$ cat src/rtl/reset_timeout_sequencer_params.svh
// Operation
// - six reset causes kept apart: power-on, pin run/sleep, watchdog reset/wake, droop
// - reset-exempt registers cleared to 0 after power-on, kept on every other cause
// - ordinary registers reset on all causes except wake-up from sleep (watchdog or irq)
// - core waits about 5-10 us after power-on, droop or wake, in parallel
// - external reset pin passes a glitch filter, short pulses ignored
// - watchdog reset stays internal, never drives the reset pin
// - configuration bit makes the shared pin reset input or general I/O
// - power-up delay of 72 ms on internal RC clock holds reset
// - power-up delay runs only when its enable bit is 0
// - oscillator settle counts 1024 clock pin cycles after power-up delay
// - settle timer only in crystal modes, only after power-on, droop or wake
// - droop longer than about 100 us resets when droop detection enabled
// - droop reset held until supply recovers, then power-up delay; droop restarts
// - power-up delay enable independent of droop reset enable
// - power-up: delay, then 1024 oscillator cycles, then release
// - pin held low past all delays: execution starts when pin rises
// - cause register bit 0 droop flag, cleared by droop reset, set by software
// - cause register bit 1 cleared by power-on only, set by software
// - timeout and power-down flags differ per cause
// - flags: power-on 11, watchdog reset 01, watchdog wake 00, sleep pin/irq 10
// - reset loads address 000h; wake continues or jumps to 0004h with irq enable
`ifndef RESET_TIMEOUT_SEQUENCER_PARAMS_SVH
`define RESET_TIMEOUT_SEQUENCER_PARAMS_SVH
// ==========================================================
// clock and times
`define CLK_MHZ 200
`define POWERUP_TIME_MS 72
`define DROOP_TIME_US 100
`define CPU_START_US 5
`define PIN_FILTER_NS 50
`define START_CYCLES (`CPU_START_US * `CLK_MHZ)
`define FILTER_CYCLES (`PIN_FILTER_NS * `CLK_MHZ / 1000)
`define SETTLE_EDGES 1024
// ==========================================================
// register map
`define ADDR_CAUSE 12'h000
`define ADDR_SCRATCH 12'h004
`define ADDR_STATE 12'h008
`define BIT_DROOP 0
`define BIT_POR 1
`define BIT_TIMEOUT 2
`define BIT_POWERDOWN 3
// ==========================================================
// vectors and modes
`define PC_RESET_VEC 13'h0000
`define PC_IRQ_VEC 13'h0004
`define MODE_LOW_POWER 3'h0
`define MODE_STANDARD 3'h1
`define MODE_HIGH_SPEED 3'h2
`endif

$ cat src/rtl/reset_timeout_sequencer_pkg.sv
package reset_timeout_sequencer_pkg;
  typedef enum logic [2:0] {SEQ_POR, SEQ_DROOP, SEQ_DELAY, SEQ_SETTLE, SEQ_WAIT, SEQ_RUN} seq_t;

  typedef struct packed {
    logic psel;
    logic penable;
    logic pwrite;
    logic [11:0] paddr;
    logic [31:0] pwdata;
    logic [3:0] pstrb;
  } apb_req_t;

  typedef struct packed {
    logic [31:0] prdata;
    logic pready;
    logic pslverr;
  } apb_rsp_t;

  typedef struct packed {
    logic powerup_delay_enable_n;
    logic supply_droop_enable;
    logic external_reset_pin_enable;
    logic [2:0] osc_mode;
  } cfg_t;

  typedef struct packed {
    logic droop;
    logic watchdog_timeout;
    logic wake_irq;
    logic sleeping;
    logic global_irq_enable;
  } cause_t;

  typedef struct packed {
    logic core_run;
    logic ordinary_reset;
    logic pc_load;
    logic pc_continue;
    logic [12:0] pc_target;
    logic timeout_flag;
    logic powerdown_flag;
    logic shared_io_pin;
  } core_t;

  typedef struct packed {
    logic pin_s1;
    logic pin_s2;
    logic droop_s1;
    logic droop_s2;
    logic dog_s1;
    logic dog_s2;
    logic dog_s3;
    logic wake_s1;
    logic wake_s2;
    logic wake_s3;
    logic osc_prev;
    logic pin_filt;
    logic [3:0] filt_cnt;
    logic [23:0] droop_cnt;
    seq_t seq;
    logic [23:0] delay_cnt;
    logic [10:0] settle_cnt;
    logic [9:0] start_cnt;
    logic droop_bit;
    logic por_bit;
    logic [7:0] scratch;
    core_t core;
    apb_rsp_t rsp;
  } state_t;
endpackage

$ cat src/rtl/reset_timeout_sequencer.sv
// The register addresses and the APB interface to the registers were left to the implementer.
`timescale 1ns/1ps
`include "reset_timeout_sequencer_params.svh"
module reset_timeout_sequencer
  import reset_timeout_sequencer_pkg::*;
#(
  parameter int unsigned POWERUP_CYCLES = `POWERUP_TIME_MS * 1000 * `CLK_MHZ,
  parameter int unsigned DROOP_CYCLES = `DROOP_TIME_US * `CLK_MHZ
) (
  input wire logic clock_in,
  input wire logic rstn_in,
  input wire apb_req_t apb_req_in,
  output apb_rsp_t apb_rsp_out,
  input wire cfg_t cfg_in,
  input wire cause_t cause_in,
  input wire logic external_reset_pin_in,
  input wire logic clock_input_pin_in,
  output core_t core_out
);
  state_t q;
  state_t d;
  logic osc_edge;
  logic pin_low;
  logic droop_trip;
  logic dog_ev;
  logic wake_ev;
  logic [7:0] cause_byte;

  // ==========================================================
  // helpers
  function automatic logic is_crystal(input logic [2:0] mode);
    return mode == `MODE_LOW_POWER || mode == `MODE_STANDARD || mode == `MODE_HIGH_SPEED;
  endfunction

  function automatic logic reg_hit(input logic [11:0] addr);
    return addr == `ADDR_CAUSE || addr == `ADDR_SCRATCH || addr == `ADDR_STATE;
  endfunction

  // first state of a power-on or droop sequence
  function automatic seq_t power_seq(input cfg_t cfg);
    if (!cfg.powerup_delay_enable_n) begin
      return SEQ_DELAY;
    end else if (is_crystal(cfg.osc_mode)) begin
      return SEQ_SETTLE;
    end
    return SEQ_WAIT;
  endfunction

  assign apb_rsp_out = q.rsp;
  assign core_out = q.core;

  // ==========================================================
  // next state
  always_comb begin
    d = q;
    d.pin_s1 = external_reset_pin_in;
    d.pin_s2 = q.pin_s1;
    d.droop_s1 = cause_in.droop;
    d.droop_s2 = q.droop_s1;
    d.dog_s1 = cause_in.watchdog_timeout;
    d.dog_s2 = q.dog_s1;
    d.dog_s3 = q.dog_s2;
    d.wake_s1 = cause_in.wake_irq;
    d.wake_s2 = q.wake_s1;
    d.wake_s3 = q.wake_s2;
    d.osc_prev = clock_input_pin_in;
    osc_edge = clock_input_pin_in & ~q.osc_prev;
    dog_ev = q.dog_s2 & ~q.dog_s3;
    wake_ev = q.wake_s2 & ~q.wake_s3;

    if (q.pin_s2 == q.pin_filt) begin
      d.filt_cnt = 4'h0;
    end else if (q.filt_cnt == 4'(`FILTER_CYCLES - 1)) begin
      d.pin_filt = q.pin_s2;
      d.filt_cnt = 4'h0;
    end else begin
      d.filt_cnt = q.filt_cnt + 4'h1;
    end
    pin_low = cfg_in.external_reset_pin_enable & ~q.pin_filt;
    d.core.shared_io_pin = cfg_in.external_reset_pin_enable ? 1'b0 : q.pin_filt;

    droop_trip = 1'b0;
    if (cfg_in.supply_droop_enable && q.droop_s2) begin
      if (q.droop_cnt == 24'(DROOP_CYCLES - 1)) begin
        droop_trip = 1'b1;
      end else begin
        d.droop_cnt = q.droop_cnt + 24'h1;
      end
    end else begin
      d.droop_cnt = 24'h0;
    end

    // ==========================================================
    // register bus: answer one cycle after setup
    cause_byte = {4'h0, q.core.powerdown_flag, q.core.timeout_flag, q.por_bit, q.droop_bit};
    d.rsp.pready = 1'b0;
    d.rsp.pslverr = 1'b0;
    if (apb_req_in.psel && !apb_req_in.penable) begin
      d.rsp.pready = 1'b1;
      d.rsp.pslverr = !reg_hit(apb_req_in.paddr);
      d.rsp.prdata = 32'h0;
      if (!apb_req_in.pwrite) begin
        unique case (apb_req_in.paddr)
          `ADDR_CAUSE: d.rsp.prdata = {24'h0, cause_byte};
          `ADDR_SCRATCH: d.rsp.prdata = {24'h0, q.scratch};
          `ADDR_STATE: d.rsp.prdata = {27'h0, q.pin_filt, 1'b0, q.seq};
          default: d.rsp.prdata = 32'h0;
        endcase
      end
    end
    if (apb_req_in.psel && apb_req_in.penable && q.rsp.pready && apb_req_in.pwrite && !q.rsp.pslverr
        && apb_req_in.pstrb[0]) begin
      if (apb_req_in.paddr == `ADDR_CAUSE) begin
        d.droop_bit = apb_req_in.pwdata[`BIT_DROOP];
        d.por_bit = apb_req_in.pwdata[`BIT_POR];
      end
      // scratch kept on all later resets except power-on, which clears it
      if (apb_req_in.paddr == `ADDR_SCRATCH) begin
        d.scratch = apb_req_in.pwdata[7:0];
      end
    end

    // ==========================================================
    // sequencer; hardware updates placed after bus writes so they win
    d.core.pc_load = 1'b0;
    // start delay runs beside other timers
    if (q.start_cnt != 10'h0) begin
      d.start_cnt = q.start_cnt - 10'h1;
    end
    unique case (q.seq)
      SEQ_POR: begin
        d.core.timeout_flag = 1'b1;
        d.core.powerdown_flag = 1'b1;
        d.por_bit = 1'b0;
        d.start_cnt = 10'(`START_CYCLES - 1);
        d.delay_cnt = 24'(POWERUP_CYCLES - 1);
        d.settle_cnt = 11'(`SETTLE_EDGES - 1);
        d.core.pc_continue = 1'b0;
        d.core.pc_target = `PC_RESET_VEC;
        d.seq = power_seq(cfg_in);
      end
      SEQ_DROOP: begin
        if (!q.droop_s2) begin
          d.start_cnt = 10'(`START_CYCLES - 1);
          d.delay_cnt = 24'(POWERUP_CYCLES - 1);
          d.settle_cnt = 11'(`SETTLE_EDGES - 1);
          // delay enable read on its own
          d.seq = power_seq(cfg_in);
        end
      end
      SEQ_DELAY: begin
        if (q.delay_cnt == 24'h0) begin
          d.seq = is_crystal(cfg_in.osc_mode) ? SEQ_SETTLE : SEQ_WAIT;
        end else begin
          d.delay_cnt = q.delay_cnt - 24'h1;
        end
      end
      SEQ_SETTLE: begin
        if (osc_edge) begin
          if (q.settle_cnt == 11'h0) begin
            d.seq = SEQ_WAIT;
          end else begin
            d.settle_cnt = q.settle_cnt - 11'h1;
          end
        end
      end
      SEQ_WAIT: begin
        if (q.start_cnt == 10'h0 && !pin_low) begin
          d.seq = SEQ_RUN;
          d.core.pc_load = 1'b1;
          d.core.ordinary_reset = 1'b0;
        end
      end
      default: begin
        // cause priority: droop, pin, watchdog, wake
        if (droop_trip) begin
          d.seq = SEQ_DROOP;
          d.droop_bit = 1'b0;
          d.core.timeout_flag = 1'b1;
          d.core.powerdown_flag = 1'b1;
          d.core.ordinary_reset = 1'b1;
          d.core.pc_continue = 1'b0;
          d.core.pc_target = `PC_RESET_VEC;
        end else if (pin_low) begin
          if (cause_in.sleeping) begin
            d.core.timeout_flag = 1'b1;
            d.core.powerdown_flag = 1'b0;
          end
          d.core.ordinary_reset = 1'b1;
          d.core.pc_continue = 1'b0;
          d.core.pc_target = `PC_RESET_VEC;
          d.seq = SEQ_WAIT;
        end else if (dog_ev && cause_in.sleeping) begin
          d.core.timeout_flag = 1'b0;
          d.core.powerdown_flag = 1'b0;
          d.core.pc_continue = 1'b1;
          d.start_cnt = 10'(`START_CYCLES - 1);
          d.settle_cnt = 11'(`SETTLE_EDGES - 1);
          // settle only on wake in crystal mode
          d.seq = is_crystal(cfg_in.osc_mode) ? SEQ_SETTLE : SEQ_WAIT;
        end else if (dog_ev) begin
          d.core.timeout_flag = 1'b0;
          d.core.powerdown_flag = 1'b1;
          d.core.ordinary_reset = 1'b1;
          d.core.pc_continue = 1'b0;
          d.core.pc_target = `PC_RESET_VEC;
          d.seq = SEQ_WAIT;
        end else if (wake_ev && cause_in.sleeping) begin
          d.core.timeout_flag = 1'b1;
          d.core.powerdown_flag = 1'b0;
          d.core.pc_continue = ~cause_in.global_irq_enable;
          d.core.pc_target = cause_in.global_irq_enable ? `PC_IRQ_VEC : `PC_RESET_VEC;
          d.start_cnt = 10'(`START_CYCLES - 1);
          d.settle_cnt = 11'(`SETTLE_EDGES - 1);
          d.seq = is_crystal(cfg_in.osc_mode) ? SEQ_SETTLE : SEQ_WAIT;
        end
      end
    endcase
    if ((q.seq == SEQ_DELAY || q.seq == SEQ_SETTLE || q.seq == SEQ_WAIT)
        && cfg_in.supply_droop_enable && q.droop_s2) begin
      d.seq = SEQ_DROOP;
      d.droop_bit = 1'b0;
      d.core.timeout_flag = 1'b1;
      d.core.powerdown_flag = 1'b1;
      d.core.ordinary_reset = 1'b1;
      d.core.pc_continue = 1'b0;
      d.core.pc_target = `PC_RESET_VEC;
      d.core.pc_load = 1'b0;
    end
    // core held while any delay runs
    d.core.core_run = d.seq == SEQ_RUN;
  end

  // ==========================================================
  // state register; power-on is the asynchronous reset
  always_ff @(posedge clock_in or negedge rstn_in) begin
    if (!rstn_in) begin
      q <= '0;
      q.pin_s1 <= 1'b1;
      q.pin_s2 <= 1'b1;
      q.pin_filt <= 1'b1;
      q.seq <= SEQ_POR;
      q.core.ordinary_reset <= 1'b1;
      q.core.timeout_flag <= 1'b1;
      q.core.powerdown_flag <= 1'b1;
    end else begin
      q <= d;
    end
  end
endmodule

$ cat config.mk
export PLATFORM = sky130hd
export DESIGN_NAME = reset_timeout_sequencer
export DESIGN_NICKNAME = d
export VERILOG_FILES = /design/src/rtl/reset_timeout_sequencer_pkg.sv /design/src/rtl/reset_timeout_sequencer.sv
export VERILOG_INCLUDE_DIRS = /design/src /design/src/rtl
export SDC_FILE = /design/constraint.sdc
export NUM_CORES = 1
export LEC_CHECK = 0
export BUFFER_PORTS_ARGS = -buffer_cell sky130_fd_sc_hd__buf_2
export CORE_ASPECT_RATIO = 0.8
export CORE_MARGIN = 8
export CORE_UTILIZATION = 37
export CTS_CLUSTER_SIZE = 10
export DETAILED_ROUTE_END_ITERATION = 16
export GPL_TIMING_DRIVEN = 0
export PLACE_DENSITY_LB_ADDON = 0.12
export SYNTH_ARGS = -nofsm -noshare
export SYNTH_HDL_FRONTEND = slang
export SYNTH_SLANG_ARGS = --single-unit
$ cat constraint.sdc
create_clock -name clock_in -period 3.1 [get_ports clock_in]
set_input_delay 0.465 -clock clock_in [delete_from_list [all_inputs] [get_ports clock_in]]
set_output_delay 0.465 -clock clock_in [all_outputs]
set_load 0.01 [all_outputs]
==> summary by stage <==
Outcome
The flow ran to the end, and the final reports show no timing, DRC or antenna violations.

Critical path
The origin of the worst setup path is q[117]$_DFFE_PN0N_. The worst reg2reg path depth is 7. The required time at the endpoint of the critical path is 3400 ps. The critical path ends at q[76]$_DFFE_PN0P_. The count of cell instances traversed by the critical path is 7. The startpoint identified for the worst register-to-register timing path is q[117]$_DFFE_PN0N_. The nature of the critical path endpoint is a flop. Grouping stages by cell kind, the critical path spends the most delay in simple AND/OR/NAND/NOR gates.

The worst-path maximum fanout is 7. Together, buffers and inverters on the worst path number 1. The critical path goes through nor4b_1 -> nand3_1 -> or4_1 -> clkbuf_1 -> a31oi_2 -> nor2b_1 -> o221a_2. STA puts the critical path data arrival time at approximately 3100 ps.

The critical path is of the reg -> reg type. The reg2reg setup slack is 310 ps. STA classifies the critical path startpoint as a flop. The worst register-to-register path ends at q[76]$_DFFE_PN0P_. The largest incremental delay on the critical path is 550 ps. Among all stages on the critical path, the largest delay is contributed by sky130_fd_sc_hd__or4_1.

Synth
The proportion of synthesized chip area in sequential cells is between 40% and 50%. The share of synthesized area spent on multiplexers is 4.99%. The largest family of logic cells by synthesized area is simple AND/OR/NAND/NOR gates. After synthesis, the netlist uses 66 different library cells.

The primary flip-flop cell chosen by synthesis mapping is sky130_fd_sc_hd__dfrtp_1. After Yosys synthesis, XOR and XNOR cells account for 4.91% of the synthesized area. In this run, synthesis inferred 0 flip-flops with an integrated enable. The number of cells produced by synthesis is 642. The total standard cell area after synthesis is 6240 um2. In the synthesized netlist the async set-or-reset flop fraction comes to 100%. By area the synthesized netlist is led by sky130_fd_sc_hd__dfrtp_1 (44%), sky130_fd_sc_hd__buf_4 (6.5%), sky130_fd_sc_hd__nor2_1 (4.2%). sky130_fd_sc_hd__dfrtp_1 takes more of the synthesized area than any other cell. After synthesis, the largest area contributor takes up 44.1% of total cell area. Summing the areas of all fa, ha and maj instances in the mapped netlist gives around 1.6% of the synthesized area.

The synthesized design contains 116 register bits. A synthesized cell averages 9.72 um2. The synthesized netlist devotes a little over a fifth of its cell area to simple gates. During synthesis, Yosys emitted a total of 0 warnings.

Summing the areas of all compound-gate instances in the mapped netlist gives 11.3% of the synthesized area.

Routing
The final wirelength is 14,100 um. The count of routing violations after the opening detailed-route iteration is 235. The routed length per instance is 14.4 um. The total number of vias is between 4k and 5k. Dividing the detail-routed via count by the number of cells gives ~4.9. The detail route stage leaves a number of antenna-violating nets equal to 0. The first TritonRoute pass finished after 4 iterations. In the routed design, unresolved DRC markers number 0.

Clock network
The clock tree synthesis step divided the H-tree into 4 levels. The number of gates resized after CTS was 0. The worst-skew pair later-pin latency is roughly 420 ps. The clock input transition at the sequential cells of the worst setup and hold paths is 50 ps. TritonCTS built the clock tree.

Once the clock tree was built, the setup fixing pass inserted 0 buffers. The number of buffers inserted during clock tree synthesis is 17. The hold-fix buffer count after cts is 0. The root buffer selected by CTS is sky130_fd_sc_hd__clkbuf_16. The clock drives 116 sinks.

The clock passes through at most 2 buffers.

Placed design
At the end of routability-driven placement, the weighted congestion stood at roughly 0.8. The count of buffers from port buffering is 54. Summed over all nets, the half-perimeter wirelength after detailed placement is approximately 11,000 um.

Timing
The post-route minimum period is roughly 2800 ps. Dividing the final minimum period by the clock period gives 90.1%. Setup repair after global routing left no endpoint under its margin. The number of pins exceeding their max-slew limit in the final report is 0.

The count of endpoints failing hold in the final timing report is 0. The aggregate negative setup slack is 0 ps. The transition time of the tightest slew-check pin is 845 ps. The headroom to the max-slew limit is a little over two fifths. The fmax is between 300 and 400 MHz. Between clock sinks in the finished design, the worst skew comes to 9.38 ps. The number of endpoints failing setup at the final stage is 0.

Floorplanning
Pin placement for this block handled 120 I/O pins. The horizontal extent of the die is 161 um. The floorplan step defined a core boundary enclosing 16,600 um2. The row count is between 40 and 50. The die footprint is 21,300 um2.

The initial core utilization is 37.7%. The die height is 132 um.

Global routing
The total overflow reported by the global router is 0. Entering global routing, the biggest net connects 63 pins. The initial antenna violation count is 0. The number of global-route vias before repair is 4,848. Global routing used 13.8% of the available tracks. The wire length of the first global-routing pass is about 24,000 um.

Power
The combinational cell fraction of total power is a little under a quarter. The switching power is 0.00158 W. IR analysis of the VDD net gives a maximum drop of about 0.31 mV. Summed over all cells, the static leakage comes to 3.33 nW.

The power share of the clock group is roughly two fifths. The sequential cell fraction of total power is between 30% and 40%. The power per cell area is ~660 nW/um2. The internal portion of total power is approximately 0.0034 W. The switching share of total power is 31.7%.

Finish
After the last flow step, the layout net total stands at 825. The number of antenna cells inserted is 0. The utilization of the core after routing is 45.6%. Compared with the post-synthesis result, the final layout area differs by 20.9%. Of the cells placed in the final design, the portion with a size suffix greater than 1 is 22.0%.

Worst hold path
The tightest min-delay check is of the in -> async type.

Flow run
The max-cap violation count is 0.
==> synth_stat cells (3+ instances only) <==
cell type                  instances
sky130_fd_sc_hd__o22a_1            4
sky130_fd_sc_hd__a31oi_1          10
sky130_fd_sc_hd__mux2_2            9
sky130_fd_sc_hd__o41ai_1           3
sky130_fd_sc_hd__nor2b_1           9
sky130_fd_sc_hd__ha_1              8
sky130_fd_sc_hd__xnor2_1          13
sky130_fd_sc_hd__a22o_1            4
sky130_fd_sc_hd__a211oi_1          3
sky130_fd_sc_hd__o21ai_0          25
sky130_fd_sc_hd__a21o_1            5
sky130_fd_sc_hd__and4_1            4
sky130_fd_sc_hd__inv_1            15
sky130_fd_sc_hd__nor3b_1           6
sky130_fd_sc_hd__xor2_1           22
sky130_fd_sc_hd__nand2_1          38
sky130_fd_sc_hd__o211ai_1          3
sky130_fd_sc_hd__or4_4             3
sky130_fd_sc_hd__dfrtp_1         110
sky130_fd_sc_hd__nand3_1          27
sky130_fd_sc_hd__nand4_1           6
sky130_fd_sc_hd__or2_1             3
sky130_fd_sc_hd__and3_1            9
sky130_fd_sc_hd__o21a_1            5
sky130_fd_sc_hd__or4_1             5
sky130_fd_sc_hd__nand2b_1         13
sky130_fd_sc_hd__mux2i_1          21
sky130_fd_sc_hd__nor4_1           18
sky130_fd_sc_hd__clkbuf_1         19
sky130_fd_sc_hd__or3_1             7
sky130_fd_sc_hd__buf_4            54
sky130_fd_sc_hd__dfstp_2           6
sky130_fd_sc_hd__a21oi_1          25
sky130_fd_sc_hd__nand3b_1          3
sky130_fd_sc_hd__nor3_1           17
sky130_fd_sc_hd__nor2_1           70
sky130_fd_sc_hd__and2_1            3
==> through the flow <==
| step | cell area [um2] | instances | setup WS, ps | total power, W | hold WS, ps |
|---|---|---|---|---|---|
| 3_3_place_gp | 6920 | 951 | 82.8 | 0.00303 | 339 |
| 3_5_place_dp | 6950 | 952 | 103 | 0.00307 | 337 |
| 6_report | 7550 | 984 | 307 | 0.00497 | 15.7 |
| 2_1_floorplan | 6370 | 677 | 541 | 0.00271 | 169 |
| 5_1_grt | 7550 | 984 | 108 | 0.00529 | 51.3 |
| 4_1_cts | 7540 | 984 | 97.0 | 0.00503 | 23.4 |
==> power by group through the flow <==
stage               logic, W  clock network (W)  registers [W]
floorplan           0.000852                  0        0.00186
global placement     0.00113                  0        0.00190
detailed placement   0.00117                  0        0.00190
CTS                  0.00117            0.00198        0.00188
global route         0.00132            0.00205        0.00192
finish               0.00116            0.00192        0.00188
==> how the worst min path moves through the flow <==
stage	start	endpoint	cells past startpoint	slack, ps
after floorplan	rstn_in	apb_rsp_out[0]$_DFF_PN0_	0	170
after global placement	d[148]$_DFF_PN0_	q[148]$_DFF_PN0_	0	340
after detailed placement	d[143]$_DFF_PN0_	d[142]$_DFF_PN0_	0	340
after CTS	rstn_in	q[127]$_DFFE_PN0N_	1	20
after global routing	rstn_in	q[110]$_DFF_PN0_	1	50
final	rstn_in	q[127]$_DFFE_PN0N_	1	20
==> cell type report <==
cell class	instances	area, um2
sequential	116	2910
multi-input combinational	470	2920
buffer	76	497
timing repair buffer	55	304
clock buffer	20	457
fill	1610	9010
tap	220	275
clock inverter	12	130
inverter	15	56.3
==> per-layer routing <==
| metal | up-vias | routed length [um] | global-route usage [%] |
|---|---|---|---|
| li1 | 2421 | - | - |
| met1 | 2356 | 6900 | 18.5 |
| met2 | 76 | 6560 | 21.5 |
| met3 | 13 | 518 | 3.96 |
| met4 | 0 | 146 | 3.85 |
| met5 | - | 0 | 0 |
==> state kept, by name (all words and copies together) (netlist names) <==
name         cells
cause_byte       2
d                6
q               90
apb_rsp_out     10
core_out         8
==> kinds of logic after synthesis <==
logic type | after synthesis
AOI/OAI and AO/OA | 108
DFF | 116
muxes | 30
xor gates and xnor gates | 35
adders and majority gates | 8
buffers and inverters | 91
and+or+nand+nor | 253
other | 1
==> worst register-to-register path, stage by stage, from the launching register on <==
cell                       delay [ps]
sky130_fd_sc_hd__dfrtp_1          420
sky130_fd_sc_hd__nor4b_1          430
sky130_fd_sc_hd__nand3_1          160
sky130_fd_sc_hd__or4_1            550
sky130_fd_sc_hd__clkbuf_1         230
sky130_fd_sc_hd__a31oi_2          370
sky130_fd_sc_hd__nor2b_1          200
sky130_fd_sc_hd__o221a_2          310
==> placed cells by master, fill, tap and decap left out, types with 4 or more instances in the layout <==
cell,Yosys,final
sky130_fd_sc_hd__dfrtp_1,110,110
sky130_fd_sc_hd__nor2_1,70,70
sky130_fd_sc_hd__buf_4,54,54
sky130_fd_sc_hd__buf_2,0,53
sky130_fd_sc_hd__nand2_1,38,38
sky130_fd_sc_hd__conb_1,1,36
sky130_fd_sc_hd__nand3_1,27,27
sky130_fd_sc_hd__o21ai_0,25,25
sky130_fd_sc_hd__a21oi_1,25,25
sky130_fd_sc_hd__xor2_1,22,22
sky130_fd_sc_hd__mux2i_1,21,21
sky130_fd_sc_hd__clkbuf_1,19,19
sky130_fd_sc_hd__nor4_1,18,18
sky130_fd_sc_hd__nor3_1,17,17
sky130_fd_sc_hd__clkbuf_16,0,17
sky130_fd_sc_hd__inv_1,15,15
sky130_fd_sc_hd__nand2b_1,13,13
sky130_fd_sc_hd__xnor2_1,13,13
sky130_fd_sc_hd__nor2b_1,9,9
sky130_fd_sc_hd__and3_1,9,9
sky130_fd_sc_hd__a31oi_1,10,9
sky130_fd_sc_hd__mux2_2,9,9
sky130_fd_sc_hd__ha_1,8,8
sky130_fd_sc_hd__or3_1,7,7
sky130_fd_sc_hd__nand4_1,6,6
sky130_fd_sc_hd__nor3b_1,6,6
sky130_fd_sc_hd__dfstp_2,6,6
sky130_fd_sc_hd__or4_1,5,5
sky130_fd_sc_hd__o21a_1,5,5
sky130_fd_sc_hd__a21o_1,5,5
sky130_fd_sc_hd__clkinvlp_4,0,5
sky130_fd_sc_hd__and4_1,4,4
sky130_fd_sc_hd__a22o_1,4,4
sky130_fd_sc_hd__o22a_1,4,4
Note: power is estimated with default switching activity, not from simulation.
